### config.mk
export PLATFORM = sky130hd
export DESIGN_NAME = hssm_master
export DESIGN_NICKNAME = d
export VERILOG_FILES = /design/src/rtl/hssm_buf2.v /design/src/rtl/hssm_master.v
export VERILOG_INCLUDE_DIRS = /design/src /design/src/rtl
export SDC_FILE = /design/constraint.sdc
export NUM_CORES = 1
export LEC_CHECK = 0
export BUFFER_PORTS_ARGS = -buffer_cell sky130_fd_sc_hd__buf_2
export CORE_ASPECT_RATIO = 1.1
export CORE_MARGIN = 2
export CORE_UTILIZATION = 25
export DETAILED_ROUTE_END_ITERATION = 7
export GPL_TIMING_DRIVEN = 0
export PLACE_DENSITY = 0.39
export SLEW_MARGIN = 20
export SYNTH_ARGS = -nofsm -noshare
export SYNTH_HDL_FRONTEND = slang
export SYNTH_SLANG_ARGS = --single-unit
### constraint.sdc
create_clock -name clk_i -period 2 [get_ports clk_i]
set_input_delay 0.3 -clock clk_i [delete_from_list [all_inputs] [get_ports clk_i]]
set_output_delay 0.3 -clock clk_i [all_outputs]
set_load 0.05 [all_outputs]
### src/rtl/hssm_regs.vh
`ifndef HSSM_REGS_VH
`define HSSM_REGS_VH
// ----------------------------------------------------------------
// Timing
// ----------------------------------------------------------------
`define HSSM_CLK_HZ        100000000
`define HSSM_TICK_DIV      256
`define HSSM_SLOT_US       1000
`define HSSM_TIMEOUT_US    16
`define HSSM_BIT_RATE_HZ   1000000
// ----------------------------------------------------------------
// Command and status format
// ----------------------------------------------------------------
`define HSSM_CMD_STATUS    8'h00
`define HSSM_OP_RX         2'h1
`define HSSM_OP_TX         2'h2
`define HSSM_OP_TXRX       2'h3
`define HSSM_ST_CAN_TX     2'h1
`define HSSM_ST_CAN_RX     2'h0
`define HSSM_DUMMY         8'hFF
`define HSSM_MAX_CHARS     6'h3F
`define HSSM_CHAR_BITS     8
`endif

### src/rtl/hssm_buf2.v
`timescale 1ns/1ns
// ----------------------------------------------------------------
// Two-entry buffer for received characters
// ----------------------------------------------------------------
module hssm_buf2
#(
  parameter W = 8
)
(
  input  wire         clk_i,
  input  wire         sys_rst_i,
  input  wire         ce_i,
  input  wire         in_valid_i,
  output wire         in_ready_o,
  input  wire [W-1:0] in_data_i,
  output wire         out_valid_o,
  input  wire         out_ready_i,
  output wire [W-1:0] out_data_o
);
  reg  [W-1:0] mem_reg [0:1];
  reg          wr_ptr_reg;
  reg          rd_ptr_reg;
  reg  [1:0]   cnt_reg;
  wire         push;
  wire         pop;
  reg  [W-1:0] out_reg;

  assign in_ready_o  = (cnt_reg != 2'h2);
  assign out_valid_o = (cnt_reg != 2'h0);
  assign push        = in_valid_i & in_ready_o;
  assign pop         = out_valid_o & out_ready_i;
  assign out_data_o  = out_reg;

  // Head word picked from the storage flops by the read pointer
  always @*
    out_reg = mem_reg[rd_ptr_reg];

  // Pointer and occupancy update
  always @(posedge clk_i)
  begin
    if (sys_rst_i)
    begin
      wr_ptr_reg <= 1'b0;
      rd_ptr_reg <= 1'b0;
      cnt_reg    <= 2'h0;
    end
    else if (ce_i)
    begin
      if (push)
      begin
        mem_reg[wr_ptr_reg] <= in_data_i;
        wr_ptr_reg          <= ~wr_ptr_reg;
      end
      if (pop)
        rd_ptr_reg <= ~rd_ptr_reg;
      cnt_reg <= cnt_reg + {1'b0, push} - {1'b0, pop};
    end
  end
endmodule

### src/rtl/hssm_master.v
`timescale 1ns/1ns
`include "hssm_regs.vh"
module hssm_master
#(
  parameter CLK_HZ   = `HSSM_CLK_HZ,
  parameter TICK_DIV = `HSSM_TICK_DIV
)
(
  input  wire       clk_i,
  input  wire       sys_rst_i,
  input  wire       ce_i,
  input  wire [1:0] op_mode_i,
  input  wire [5:0] char_count_i,
  input  wire [7:0] tx_data_i,
  output wire       tx_data_ready_o,
  output wire       rx_valid_o,
  input  wire       rx_ready_i,
  output wire [7:0] rx_data_o,
  input  wire       busy_n_i,
  input  wire       serial_data_in,
  output reg        serial_data_out,
  output reg        serial_clock_out,
  output reg        slave_one_select_n,
  output reg        slave_two_select_n,
  output reg        char_done_event,
  output reg        slot_tick_event,
  output reg        timeout_tick_event,
  output reg        slave_flag_o,
  output reg        abort_o,
  output reg        short_count_o
);
  // ----------------------------------------------------------------
  // Derived timing
  // ----------------------------------------------------------------
  localparam TICK_HZ  = CLK_HZ / TICK_DIV;
  // Slot rounds down, timeout rounds up so the slave always gets 16 us
  localparam SLOT_T   = (TICK_HZ * `HSSM_SLOT_US) / 1000000;
  localparam TOUT_T   = (TICK_HZ * `HSSM_TIMEOUT_US + 999999) / 1000000;
  localparam HALF_BIT = CLK_HZ / (2 * `HSSM_BIT_RATE_HZ);
  // First tick after entry is partial, so the timeout counts one extra tick
  localparam integer SLOT_M1 = SLOT_T - 1;
  localparam integer TOUT_M1 = TOUT_T;
  localparam integer HALF_M1 = HALF_BIT - 1;
  localparam integer DIV_M1  = TICK_DIV - 1;
  localparam [15:0] SLOT_LAST = SLOT_M1[15:0];
  localparam [15:0] TOUT_LAST = TOUT_M1[15:0];
  localparam [7:0]  HALF_LAST = HALF_M1[7:0];
  localparam [7:0]  DIV_LAST  = DIV_M1[7:0];

  // ----------------------------------------------------------------
  // States
  // ----------------------------------------------------------------
  localparam [2:0] S_IDLE  = 3'h0;
  localparam [2:0] S_HS    = 3'h1;
  localparam [2:0] S_SHIFT = 3'h2;
  localparam [2:0] S_DONE  = 3'h3;
  localparam [2:0] S_END   = 3'h4;

  // Command byte for a data slot
  function [7:0] data_cmd;
    input [1:0] op;
    input [5:0] n;
    data_cmd = {op, n};
  endfunction

  // Does the slave status cover the requested operation
  function covers;
    input [1:0] op;
    input [7:0] st;
    input [5:0] n;
    covers = (op == `HSSM_OP_RX) ?
             (st[7:6] == `HSSM_ST_CAN_TX && st[5:0] >= n) :
             (st[7:6] == `HSSM_ST_CAN_RX && st[5:0] >= n);
  endfunction

  reg  [7:0] div_reg;
  // Wider than 8 bits so the default clock still fits a 1 ms slot
  reg  [15:0] slot_reg;
  reg  [15:0] tout_reg;
  reg  [2:0] state_reg;
  reg        phase_reg;      // 0 status slot, 1 data slot
  reg        cmd_sent_reg;
  reg  [7:0] sh_reg;
  reg  [2:0] bit_reg;
  reg  [7:0] half_reg;
  reg  [5:0] left_reg;
  reg  [7:0] status_reg;
  reg  [1:0] op_reg;
  reg  [5:0] n_reg;
  reg        busy_m_reg;
  reg        busy_s_reg;
  reg        sdi_m_reg;
  reg        sdi_s_reg;
  reg        rx_push;
  wire       rx_in_ready;
  wire       tick;
  wire       is_tx;
  wire       is_rx;
  wire [5:0] n_lim;

  assign tick  = (div_reg == DIV_LAST);
  assign is_tx = op_reg[1];
  assign is_rx = op_reg[0];
  assign n_lim = (char_count_i > `HSSM_MAX_CHARS) ?
                 `HSSM_MAX_CHARS : char_count_i;
  // Transmit word is taken at the start of each data character
  assign tx_data_ready_o = (state_reg == S_HS) & phase_reg &
                           cmd_sent_reg & is_tx & ~busy_s_reg & ~rx_push;

  // ----------------------------------------------------------------
  // Pin synchronisers
  // ----------------------------------------------------------------
  always @(posedge clk_i)
  begin
    if (sys_rst_i)
    begin
      busy_m_reg <= 1'b1;
      busy_s_reg <= 1'b1;
      sdi_m_reg  <= 1'b0;
      sdi_s_reg  <= 1'b0;
    end
    else if (ce_i)
    begin
      busy_m_reg <= busy_n_i;
      busy_s_reg <= busy_m_reg;
      sdi_m_reg  <= serial_data_in;
      sdi_s_reg  <= sdi_m_reg;
    end
  end

  // ----------------------------------------------------------------
  // Prescaler and the two interval timers
  // ----------------------------------------------------------------
  // Timeout timer only runs while a handshake is awaited
  always @(posedge clk_i)
  begin
    if (sys_rst_i)
    begin
      div_reg            <= 8'h00;
      slot_reg           <= 16'h0000;
      tout_reg           <= 16'h0000;
      slot_tick_event    <= 1'b0;
      timeout_tick_event <= 1'b0;
    end
    else if (ce_i)
    begin
      div_reg            <= tick ? 8'h00 : div_reg + 8'h01;
      slot_tick_event    <= 1'b0;
      timeout_tick_event <= 1'b0;
      if (tick)
      begin
        if (slot_reg == SLOT_LAST)
        begin
          slot_reg        <= 16'h0000;
          slot_tick_event <= 1'b1;
        end
        else
          slot_reg <= slot_reg + 16'h0001;
      end
      if (state_reg != S_HS)
        tout_reg <= 16'h0000;
      else if (tick)
      begin
        if (tout_reg == TOUT_LAST)
          timeout_tick_event <= 1'b1;
        else
          tout_reg <= tout_reg + 16'h0001;
      end
    end
  end

  // ----------------------------------------------------------------
  // Sequencer and shifter
  // ----------------------------------------------------------------
  always @(posedge clk_i)
  begin
    if (sys_rst_i)
    begin
      state_reg          <= S_IDLE;
      phase_reg          <= 1'b0;
      cmd_sent_reg       <= 1'b0;
      sh_reg             <= `HSSM_DUMMY;
      bit_reg            <= 3'h0;
      half_reg           <= 8'h00;
      left_reg           <= 6'h00;
      status_reg         <= 8'h00;
      op_reg             <= `HSSM_OP_TXRX;
      n_reg              <= 6'h00;
      serial_clock_out   <= 1'b1;
      serial_data_out    <= 1'b1;
      slave_one_select_n <= 1'b1;
      slave_two_select_n <= 1'b1;
      slave_flag_o       <= 1'b0;
      char_done_event    <= 1'b0;
      abort_o            <= 1'b0;
      short_count_o      <= 1'b0;
      rx_push            <= 1'b0;
    end
    else if (ce_i)
    begin
      char_done_event <= 1'b0;
      rx_push         <= 1'b0;
      case (state_reg)
        S_IDLE:
        begin
          if (slot_tick_event)
          begin
            slave_one_select_n <= slave_flag_o;
            slave_two_select_n <= ~slave_flag_o;
            cmd_sent_reg       <= 1'b0;
            op_reg             <= op_mode_i;
            n_reg              <= n_lim;
            left_reg           <= n_lim;
            state_reg          <= S_HS;
          end
        end
        S_HS:
        begin
          // A word still waiting for the buffer must not be overwritten
          if (~busy_s_reg && !rx_push)
          begin
            // Load the next character; dummy when not transmitting
            if (!cmd_sent_reg)
              sh_reg <= phase_reg ? data_cmd(op_reg, n_reg)
                                  : `HSSM_CMD_STATUS;
            else if (!phase_reg)
              sh_reg <= `HSSM_DUMMY;
            else
              sh_reg <= is_tx ? tx_data_i : `HSSM_DUMMY;
            bit_reg   <= 3'h0;
            half_reg  <= 8'h00;
            state_reg <= S_SHIFT;
          end
          else if (timeout_tick_event)
          begin
            abort_o   <= 1'b1;
            state_reg <= S_END;
          end
        end
        S_SHIFT:
        begin
          // Type 1: output set up while clock is high, one cycle after each rising edge, held through the low phase, sampled at rising
          serial_data_out <= sh_reg[7];
          if (half_reg == HALF_LAST)
          begin
            half_reg         <= 8'h00;
            serial_clock_out <= ~serial_clock_out;
            if (!serial_clock_out)
            begin
              sh_reg  <= {sh_reg[6:0], sdi_s_reg};
              bit_reg <= bit_reg + 3'h1;
              if (bit_reg == 3'h7)
                state_reg <= S_DONE;
            end
          end
          else
            half_reg <= half_reg + 8'h01;
        end
        S_DONE:
        begin
          char_done_event <= 1'b1;
          if (!cmd_sent_reg)
          begin
            cmd_sent_reg <= 1'b1;
            state_reg    <= S_HS;
          end
          else if (!phase_reg)
          begin
            status_reg    <= sh_reg;
            short_count_o <= ~covers(op_reg, sh_reg, n_reg);
            phase_reg     <= covers(op_reg, sh_reg, n_reg);
            if (!covers(op_reg, sh_reg, n_reg))
              abort_o <= 1'b1;
            slave_one_select_n <= 1'b1;
            slave_two_select_n <= 1'b1;
            state_reg <= covers(op_reg, sh_reg, n_reg) ? S_IDLE : S_END;
          end
          else
          begin
            // Receive side waits on the buffer so no word is lost
            if (is_rx)
              rx_push <= 1'b1;
            if (left_reg == 6'h01 || left_reg == 6'h00)
            begin
              slave_one_select_n <= 1'b1;
              slave_two_select_n <= 1'b1;
              state_reg          <= S_END;
            end
            else
            begin
              left_reg  <= left_reg - 6'h01;
              state_reg <= S_HS;
            end
          end
        end
        S_END:
        begin
          // Hold here while the receive buffer cannot take the word
          if (!rx_push || rx_in_ready)
          begin
            slave_one_select_n <= 1'b1;
            slave_two_select_n <= 1'b1;
            slave_flag_o       <= ~slave_flag_o;
            phase_reg          <= 1'b0;
            state_reg          <= S_IDLE;
          end
          else
            rx_push <= 1'b1;
        end
        default:
          state_reg <= S_IDLE;
      endcase
      // A pushed word that the buffer refuses is offered again
      if (rx_push && !rx_in_ready && state_reg != S_END)
        rx_push <= 1'b1;
    end
  end

  // ----------------------------------------------------------------
  // Receive buffer
  // ----------------------------------------------------------------
  hssm_buf2 #(
    .W (8)
  ) u_rx_buf (
    .clk_i       (clk_i),
    .sys_rst_i   (sys_rst_i),
    .ce_i        (ce_i),
    .in_valid_i  (rx_push),
    .in_ready_o  (rx_in_ready),
    .in_data_i   (sh_reg),
    .out_valid_o (rx_valid_o),
    .out_ready_i (rx_ready_i),
    .out_data_o  (rx_data_o)
  );
endmodule

==> results of run 1 <==
Yosys cell counts (4+ instances only):
| cell type | n | area share, % |
|---|---|---|
| sky130_fd_sc_hd__o21ai_0 | 27 | 2.4 |
| sky130_fd_sc_hd__a21oi_1 | 37 | 3.3 |
| sky130_fd_sc_hd__and2_1 | 6 | 0.67 |
| sky130_fd_sc_hd__nor4_1 | 15 | 1.7 |
| sky130_fd_sc_hd__edfxtp_1 | 16 | 8.5 |
| sky130_fd_sc_hd__dfxtp_1 | 98 | 35 |
| sky130_fd_sc_hd__nand4_1 | 19 | 2.1 |
| sky130_fd_sc_hd__and3_1 | 8 | 0.89 |
| sky130_fd_sc_hd__mux2_2 | 8 | 1.6 |
| sky130_fd_sc_hd__mux2i_1 | 16 | 2.8 |
| sky130_fd_sc_hd__or4_1 | 5 | 0.67 |
| sky130_fd_sc_hd__nand3_1 | 23 | 2.0 |
| sky130_fd_sc_hd__inv_1 | 23 | 1.5 |
| sky130_fd_sc_hd__o211ai_1 | 7 | 0.93 |
| sky130_fd_sc_hd__or3_1 | 10 | 1.1 |
| sky130_fd_sc_hd__nor2_1 | 80 | 5.3 |
| sky130_fd_sc_hd__and4_1 | 8 | 1.2 |
| sky130_fd_sc_hd__nor3_1 | 16 | 1.4 |
| sky130_fd_sc_hd__nor2b_1 | 5 | 0.56 |
| sky130_fd_sc_hd__nand2_1 | 56 | 3.7 |
| sky130_fd_sc_hd__xor2_1 | 23 | 3.6 |
| sky130_fd_sc_hd__buf_2 | 7 | 0.62 |
| sky130_fd_sc_hd__or2_2 | 4 | 0.44 |
| sky130_fd_sc_hd__xnor2_1 | 15 | 2.3 |
| sky130_fd_sc_hd__o211ai_2 | 7 | 1.6 |
| sky130_fd_sc_hd__clkbuf_1 | 20 | 1.3 |
| sky130_fd_sc_hd__ha_1 | 18 | 4.0 |
| sky130_fd_sc_hd__o21a_1 | 5 | 0.67 |
through the flow:
step,setup TNS (ps),utilization [%]
2_1_floorplan,0,-
3_3_place_gp,-22240,28.1
5_1_grt,-321,31.8
3_5_place_dp,-15520,28.1
4_1_cts,-78.2,31.2
6_report,-22.2,31.8
cells by family (layout without fill, tap and decap cells):
kind of cell	Yosys count	count (layout)	share of synthesized area (%)
compound gates	112	112	13.4
buf+inv	56	133	4.16
xor+xnor	38	38	5.92
flops	114	114	43.4
fa+ha+maj	18	18	4.00
mux	24	24	4.45
simple gates	272	272	24.6
layout make-up:
class                   instances  area [sq um]  share of cell area [%]
plain buffers                  28           169                    2.41
clock inverters                15           159                    2.26
multi-input cells             464          3080                    43.8
repair buffers                 50           282                    4.01
well taps                     295           369                    5.26
clock buffers                  17           425                    6.06
inverters                      23          86.3                    1.23
flip-flops and latches        114          2450                    34.9
worst max-delay path, delay by kind of cell, from the launching register on:
| kind | cells | cell delay, ps |
|---|---|---|
| buf+inv | 1 | 200 |
| flops | 1 | 360 |
| simple gates | 2 | 740 |
timing repair:
| action | 4_1_cts | 5_1_grt |
|---|---|---|
| setup endpoints to repair | 61 | 61 |
| endpoints found under the hold margin | 0 | 0 |
| resized for setup | 23 | 35 |
| pin swaps | 4 | 7 |
| buffers inserted | 4 | 6 |
| gates cloned | 0 | 1 |
metal layers:
| metal | wire (um) | share of wire (%) |
|---|---|---|
| met1 | 7330 | 46 |
| met2 | 7830 | 49 |
| met3 | 492 | 3.1 |
| met4 | 378 | 2.4 |
| met5 | 0 | 0 |
how the worst max path moves through the flow:
| stage | to | depth (start not counted) | startpoint |
|---|---|---|---|
| finish | tx_data_ready_o | 3 | state_reg[2]$_SDFFE_PP0P_ |
| global route | tx_data_ready_o | 3 | state_reg[2]$_SDFFE_PP0P_ |
| CTS | tx_data_ready_o | 3 | state_reg[2]$_SDFFE_PP0P_ |
| detailed placement | u_rx_buf.mem_reg[1][3]$_DFFE_PP_ | 4 | ce_i |
| global placement | u_rx_buf.mem_reg[1][3]$_DFFE_PP_ | 4 | ce_i |
| floorplan | u_rx_buf.cnt_reg[1]$_SDFFE_PP0P_ | 9 | u_rx_buf.cnt_reg[0]$_SDFFE_PP0P_ |
power by group:
part | internal, mW | total [mW] | switching (mW)
Combinational | 0.272 | 0.751 | 0.479
Sequential | 2.39 | 2.47 | 0.0713
Clock | 1.84 | 3.00 | 1.16
Total | 4.51 | 6.21 | 1.71
==> out/summary.log, run 1 <==
[run_status] outcome finished with violations
[run_status] violated checks negative setup slack
[final_layout] Nets 738
[route] wire length per cell after detailed routing 15.9 um
[placement] HPWL after detailed placement 11.3 mm
[pwr] overall power after layout 6.21 mW
[pwr] largest vdd supply drop 0.621 mV
[route] detailed-route vias per instance 4.78
[global_route] number of global-route vias before repair 4900
[timing] worst hold-check slack 102 ps
[placement] placed cell count 968
[timing] crit path setup slack, layout -22.2 ps
[yosys] Syn. warnings 0
[floorplan] Std-Cell Rows 57
[worst_setup_path] depth of the most critical reg-to-reg path 8
[global_route] antenna violations before repair 0
[floorplan] number of top-level pins 42
[final_layout] most common cell after layout, fill and taps aside sky130_fd_sc_hd__dfxtp_1
[placement] GPL Wtd Cong 0.794
[timing] Post-Route Skew 7.68 ps
[cts] CTS buffer count 17
[floorplan] die area 23700 sq um
[floorplan] die extent in y 161 um
[final_layout] Antenna diodes 0
[worst_setup_path] slowest cell on the critical path sky130_fd_sc_hd__or3b_4
[min_path] worst-case hold path end point op_reg[0]$_SDFFE_PP1P_
[global_route] met1 global-route usage 17.5%
[yosys] post-synthesis sequential area ratio 43.4%
[timing] setup-violating endpoint count in the final report 1
[worst_setup_path] endpoint of the worst-slack reg-to-reg timing path sh_reg[4]$_SDFFE_PP1P_
[global_route] total routing usage reported by global routing 14.1%
[pwr] PD cells 885 nW/um^2
[flow_run] number of max-cap violations 0
[final_layout] Design Area, Final 7020 sq um
[global_route] grt met2 use 23.6%
[cts] Skew-Pair Late Insertion Delay 420 ps
[cts] number of H-tree levels 4
[final_layout] number of non-filler instances in the completed layout 1006
[yosys] Avg Synthesized Cell Area 8.87 sq um
[route] Detailed Route WL 16.0 mm
[worst_setup_path] Worst Setup End Kind output port
[final_layout] layout cells sized above 1 21.7%
[yosys] synthesized netlist net count 674
[yosys] fraction of registers with async set/reset 0%
[cts] maximum number of buffers from clock root to sink 2
[cts] hold buffer count at CTS 0
[worst_setup_path] required arrival time at the worst endpoint 1700 ps
[worst_setup_path] sort of element at the start of the critical path flip-flop
[yosys] number of flops mapped to enable cells by yosys 16
[placement] placed inst area 6210 sq um
[cts] clk slew on worst S/H paths 60 ps
[yosys] synthesis-stage register bit count 114
[timing] Slew @ Worst Pin 823 ps
[global_route] first-pass GRT wire length 26.1 mm
[worst_setup_path] crit path DAT 1720 ps
[global_route] pin count of the biggest net entering global routing 17
[global_route] GR peak layer met2
[route] Antenna Nets Post-Route 0
[placement] Setup Slack @ Placement -400 ps
[route] number of detailed-routing iterations run before antenna repair 5
[yosys] cell area after synthesis 5620 sq um
[worst_setup_path] Cell Chain, Critical Path or3b_4 -> nor4_4 -> buf_6
[timing] RSZ-0062 raised after global routing true
[min_path] classification of the worst-slack hold path in -> reg
[timing] Fmax achieved 0.495 GHz
[timing] total count of hold-check failures in the final report 0
[cts] sink count of the clock tree 114
[floorplan] Core Area 22100 sq um
[floorplan] initial core utilization 25.4%
[route] violation count after the first detailed-routing iteration 270
[worst_setup_path] critical path class reg -> out
[timing] count of pins over their slew limit 0
[worst_setup_path] reg-to-reg startpoint state_reg[1]$_SDFFE_PP0P_
[route] final routed DRC violation total 0
[timing] worst slew margin relative to its limit 45.2%
[cts] CTS tree built
[worst_setup_path] Critical Path Max Stage Delay 460 ps
[floorplan] Horiz. Die Dim 147 um
[timing] share of the clock period used by the worst path after layout 101%
[yosys] most used flip-flop cell after synthesis sky130_fd_sc_hd__dfxtp_1
[global_route] GRT Residual Overflow 0
[yosys] unique cell type count in the Yosys netlist 63
[cts] library cell used as clock root buffer sky130_fd_sc_hd__clkbuf_16
[route] vias 4811
[final_layout] Layout area overhead 24.8%
[worst_setup_path] worst setup slack for register-to-register paths 50 ps
[worst_setup_path] maximum fanout count along the critical path 6
[final_layout] fillers 2352
[global_route] met3 layer usage reported by global route 3.16%
[yosys] Cells after Synth 634
[final_layout] commonest cells after routing, fill and taps aside sky130_fd_sc_hd__dfxtp_1, sky130_fd_sc_hd__nor2_1, sky130_fd_sc_hd__nand2_1, sky130_fd_sc_hd__buf_2, sky130_fd_sc_hd__a21oi_1
[min_path] Cells on Worst Hold Path 3
[min_path] Hold Crit Start op_mode_i[0]
[placement] number of I/O port buffers 39
[timing] post-layout min period 2020 ps
[pwr] Lkg Pwr 2.63 nW
No activity file was read; power rests on OpenSTA's default activity.
==> run 2, diff against run 1 <==
--- a/config.mk
+++ b/config.mk
@@ -6,10 +6,12 @@
 export SDC_FILE = /design/constraint.sdc
 export NUM_CORES = 1
 export LEC_CHECK = 0
+export ABC_AREA = 1
 export BUFFER_PORTS_ARGS = -buffer_cell sky130_fd_sc_hd__buf_2
 export CORE_ASPECT_RATIO = 1.1
 export CORE_MARGIN = 2
 export CORE_UTILIZATION = 25
+export CTS_CLUSTER_DIAMETER = 60
 export DETAILED_ROUTE_END_ITERATION = 7
 export GPL_TIMING_DRIVEN = 0
 export PLACE_DENSITY = 0.39
==> run 2 against run 1 <==
Compared with the run above: the flow now finishes without violations; clock skew is 4.4 ps higher; largest cell class unchanged; synthesized area grew 5.5%; non-clock buffer count decreased by 11; highest routed layer unchanged; sequential share of layout area shrank 1.2 points; clock-buffer cell count is 6 higher; critical path depth shrank 1; design area up 3.4%.
==> out/summary.log, run 2 <==
[global_route] number of global-route vias before repair 5238 [+6.9%]
[global_route] first-pass GRT wire length 28.1 mm [+7.9%]
[yosys] Syn. warnings 0 [unchanged]
[run_status] outcome finished, final reports clean
[placement] HPWL after detailed placement 13.4 mm [+19%]
[worst_setup_path] Cell Chain, Critical Path mux2_2 -> buf_2
[final_layout] Design Area, Final 7260 sq um [+3.4%]
[yosys] largest area contributor in the netlist sky130_fd_sc_hd__dfxtp_1
[yosys] post-synthesis compound-gate area fraction 13.6% [+0.21 points]
[final_layout] number of non-filler instances in the completed layout 1208 [+20%]
[final_layout] Antenna diodes 0 [unchanged]
[timing] total count of hold-check failures in the final report 0 [unchanged]
[route] final routed DRC violation total 0 [unchanged]
[yosys] area share of and/or/nand/nor cells after synthesis 30.1% [+5.4 points]
[final_layout] Layout area overhead 22.3%
[route] Antenna Nets Post-Route 0 [unchanged]
[cts] clk slew on worst S/H paths 50 ps [about the same]
[pwr] largest vdd supply drop 0.592 mV [-4.7%]
[global_route] grt met2 use 25.2% [+1.6 points]
[yosys] cell area after synthesis 5930 sq um [+5.5%]
[worst_setup_path] sort of element at the start of the critical path flip-flop
[global_route] antenna violations before repair 0 [unchanged]
[final_layout] final cell utilization of the core 30.9% [-0.85 points]
[global_route] met3 layer usage reported by global route 3.52% [+0.35 points]
[yosys] share of synthesized cell area in full adder, half adder and majority cells 3.80% [-0.21 points]
[placement] number of I/O port buffers 39 [unchanged]
[floorplan] die area 25000 sq um [+5.4%]
[yosys] post-synth top area share 33.1% [-1.8 points]
[route] violation count after the first detailed-routing iteration 356 [+32%]
[route] wire length per cell after detailed routing 14.8 um [-6.8%]
[global_route] pin count of the biggest net entering global routing 17 [unchanged]
[yosys] unique cell type count in the Yosys netlist 45 [-29%]
[yosys] fraction of registers with async set/reset 0% [unchanged]
[timing] worst slew margin relative to its limit 44.8% [-0.38 points]
[worst_setup_path] crit path DAT 1600 ps [-120 ps]
[floorplan] Horiz. Die Dim 151 um [+2.6%]
[cts] library cell used as clock root buffer sky130_fd_sc_hd__clkbuf_16
[final_layout] most common cell after layout, fill and taps aside sky130_fd_sc_hd__nand2_1
[placement] placed inst area 6520 sq um [+4.9%]
[min_path] classification of the worst-slack hold path in -> reg
[worst_setup_path] maximum fanout count along the critical path 8 [+2]
[yosys] leading post-synthesis cells by instance count sky130_fd_sc_hd__nand2_1, sky130_fd_sc_hd__nor2_1, sky130_fd_sc_hd__dfxtp_1
[yosys] post-synthesis sequential area ratio 41.2% [-2.3 points]
[floorplan] number of top-level pins 42 [unchanged]
[timing] worst hold-check slack 132 ps [+30.4 ps]
[timing] count of pins over their slew limit 0 [unchanged]
[route] detailed-route vias per instance 4.60 [-3.9%]
[final_layout] commonest cells after routing, fill and taps aside sky130_fd_sc_hd__nand2_1, sky130_fd_sc_hd__dfxtp_1, sky130_fd_sc_hd__nor2_1, sky130_fd_sc_hd__inv_1, sky130_fd_sc_hd__a21oi_1
[timing] setup-violating endpoint count in the final report 0 [-1]
[yosys] most used flip-flop cell after synthesis sky130_fd_sc_hd__dfxtp_1
[global_route] met1 global-route usage 18.3% [+0.87 points]
[timing] share of the clock period used by the worst path after layout 95.1% [-6.0 points]
[pwr] PD cells 790 nW/um^2 [-11%]
[yosys] synthesized netlist net count 866 [+28%]
[final_layout] Nets 930 [+26%]
[worst_setup_path] required arrival time at the worst endpoint 1700 ps [about the same]
[timing] Fmax achieved 0.526 GHz [+6.3%]
[floorplan] Core Area 23500 sq um [+6.2%]
[final_layout] fillers 2602 [+11%]
[timing] Total Negative Setup Slacks 0 ps [+22.2 ps]
[yosys] Cells after Synth 826 [+30%]
[placement] placed cell count 1170 [+21%]
[cts] sink count of the clock tree 114 [unchanged]
[yosys] synthesis-stage register bit count 114 [unchanged]
[yosys] library cell with the highest instance count after synthesis sky130_fd_sc_hd__nand2_1
[timing] Slew @ Worst Pin 824 ps [+1.17 ps]
[cts] maximum number of buffers from clock root to sink 2 [unchanged]
[cts] CTS tree built
[flow_run] number of max-cap violations 0 [unchanged]
[floorplan] initial core utilization 25.3% [-0.16 points]
[worst_setup_path] slowest cell on the critical path sky130_fd_sc_hd__dfxtp_1
[placement] GPL Wtd Cong 0.831 [+4.6%]
[global_route] total routing usage reported by global routing 14.8% [+0.69 points]
[cts] number of H-tree levels 4 [unchanged]
[floorplan] Std-Cell Rows 59 [+3.5%]
[pwr] Lkg Pwr 2.85 nW [+8.3%]
[worst_setup_path] critical path class reg -> out
[worst_setup_path] Critical Path Max Stage Delay 570 ps [+110 ps]
[yosys] fraction of synthesized area in multiplexers 1.52% [-2.9 points]
[floorplan] die extent in y 166 um [+2.7%]
[cts] CTS buffer count 17 [unchanged]
[yosys] number of flops mapped to enable cells by yosys 16 [unchanged]
[yosys] xor/xnor share of the synthesized area 1.92% [-4.0 points]
[cts] Skew-Pair Late Insertion Delay 420 ps [about the same]
[yosys] combinational family with the most area after synthesis simple AND/OR/NAND/NOR gates
[global_route] GR peak layer met2
[route] number of detailed-routing iterations run before antenna repair 4 [-1]
[timing] Post-Route Skew 12.1 ps [+4.44 ps]
[worst_setup_path] Worst Setup End Kind output port
[yosys] biggest area contributors in the synthesized netlist sky130_fd_sc_hd__dfxtp_1, sky130_fd_sc_hd__nand2_1, sky130_fd_sc_hd__edfxtp_1
[route] vias 5551 [+15%]
[route] Detailed Route WL 17.9 mm [+12%]
[timing] RSZ-0062 raised after global routing false
[global_route] GRT Residual Overflow 0 [unchanged]
[timing] post-layout min period 1900 ps [-121 ps]
[cts] hold buffer count at CTS 0 [unchanged]
[final_layout] layout cells sized above 1 13.8% [-7.8 points]
[yosys] Avg Synthesized Cell Area 7.18 sq um [-19%]
run 2: cell count changes in the layout (fill, tap and decap cells not counted), sizes merged, moves of 7 or more:
cell,before,now
nand2,56,193
inv,26,96
nand3,23,56
a21oi,37,66
o21ai,29,53
nor2,80,101
mux2i,16,0
xnor2,15,1
nor4,15,3
xor2,23,12
nor3,16,26
or3,10,0
and4,8,0
and3,8,1
run 2: worst paths after layout:
path,start,to,slack [ps],cells past startpoint
hold / removal,op_mode_i[1],op_reg[1]$_SDFFE_PP1P_,130,3
setup reg to reg,div_reg[1]$_SDFFE_PP0P_,slot_reg[12]$_SDFFE_PP0P_,150,8
hold reg to reg,abort_o$_SDFFE_PP0P_,abort_o$_SDFFE_PP0P_,450,2
setup / recovery,flip-flop,rx_data_o[7],100,2
run 2: metrics by stage:
stage               setup slack [ps]  total power [mW]
floorplan                       98.9              2.53
global placement                -714              2.63
detailed placement              -726              2.63
CTS                             9.77              5.80
global route                    4.33              5.94
finish                          98.3              5.73
run 2: area by class of cell:
class	instances	area, sq um	area share, %
tap	305	382	5.26
clock buffer	23	479	6.60
buffer	20	105	1.45
timing repair buffer	47	262	3.60
sequential	114	2440	33.7
multi-input combinational	593	3090	42.6
clock inverter	9	128	1.76
inverter	97	364	5.02
run 2: metal layers:
metal | vias up | share of wire [%] | wire length, um
met5 | - | 0 | 0
met4 | 0 | 1.1 | 203
met3 | 16 | 3.5 | 623
met2 | 82 | 49 | 8740
met1 | 2580 | 47 | 8370
li1 | 2873 | - | -
run 2: worst max-delay path: cells and delay by family (launching register included):
kind / cells / cell delay (ps)
buffers and inverters: 1 / 210
DFF: 1 / 570
muxes: 1 / 400
run 2: repair_timing:
item                       in CTS  in global routing
pin swaps                       1                  5
gates cloned                    0                  0
setup buffers                   1                  7
resized for setup              12                 10
setup endpoints to repair      45                 41
run 2: where the power goes:
part	leakage [nW]	switching [mW]	internal [mW]	total, mW
clock network	0.300	1.08	2.06	3.14
logic	1.65	0.163	0.0725	0.236
registers	0.904	0.0176	2.34	2.35
total	2.85	1.26	4.47	5.73
run 2: kinds of logic (layout without fill, tap and decap cells):
logic type	count (synthesis)	after routing
AO/OA/AOI/OAI	144	144
buffers and inverters	119	196
XOR/XNOR	13	13
flip-flops	114	114
adder cells (fa/ha/maj)	18	18
multiplexers	8	8
AND/OR/NAND/NOR	410	410
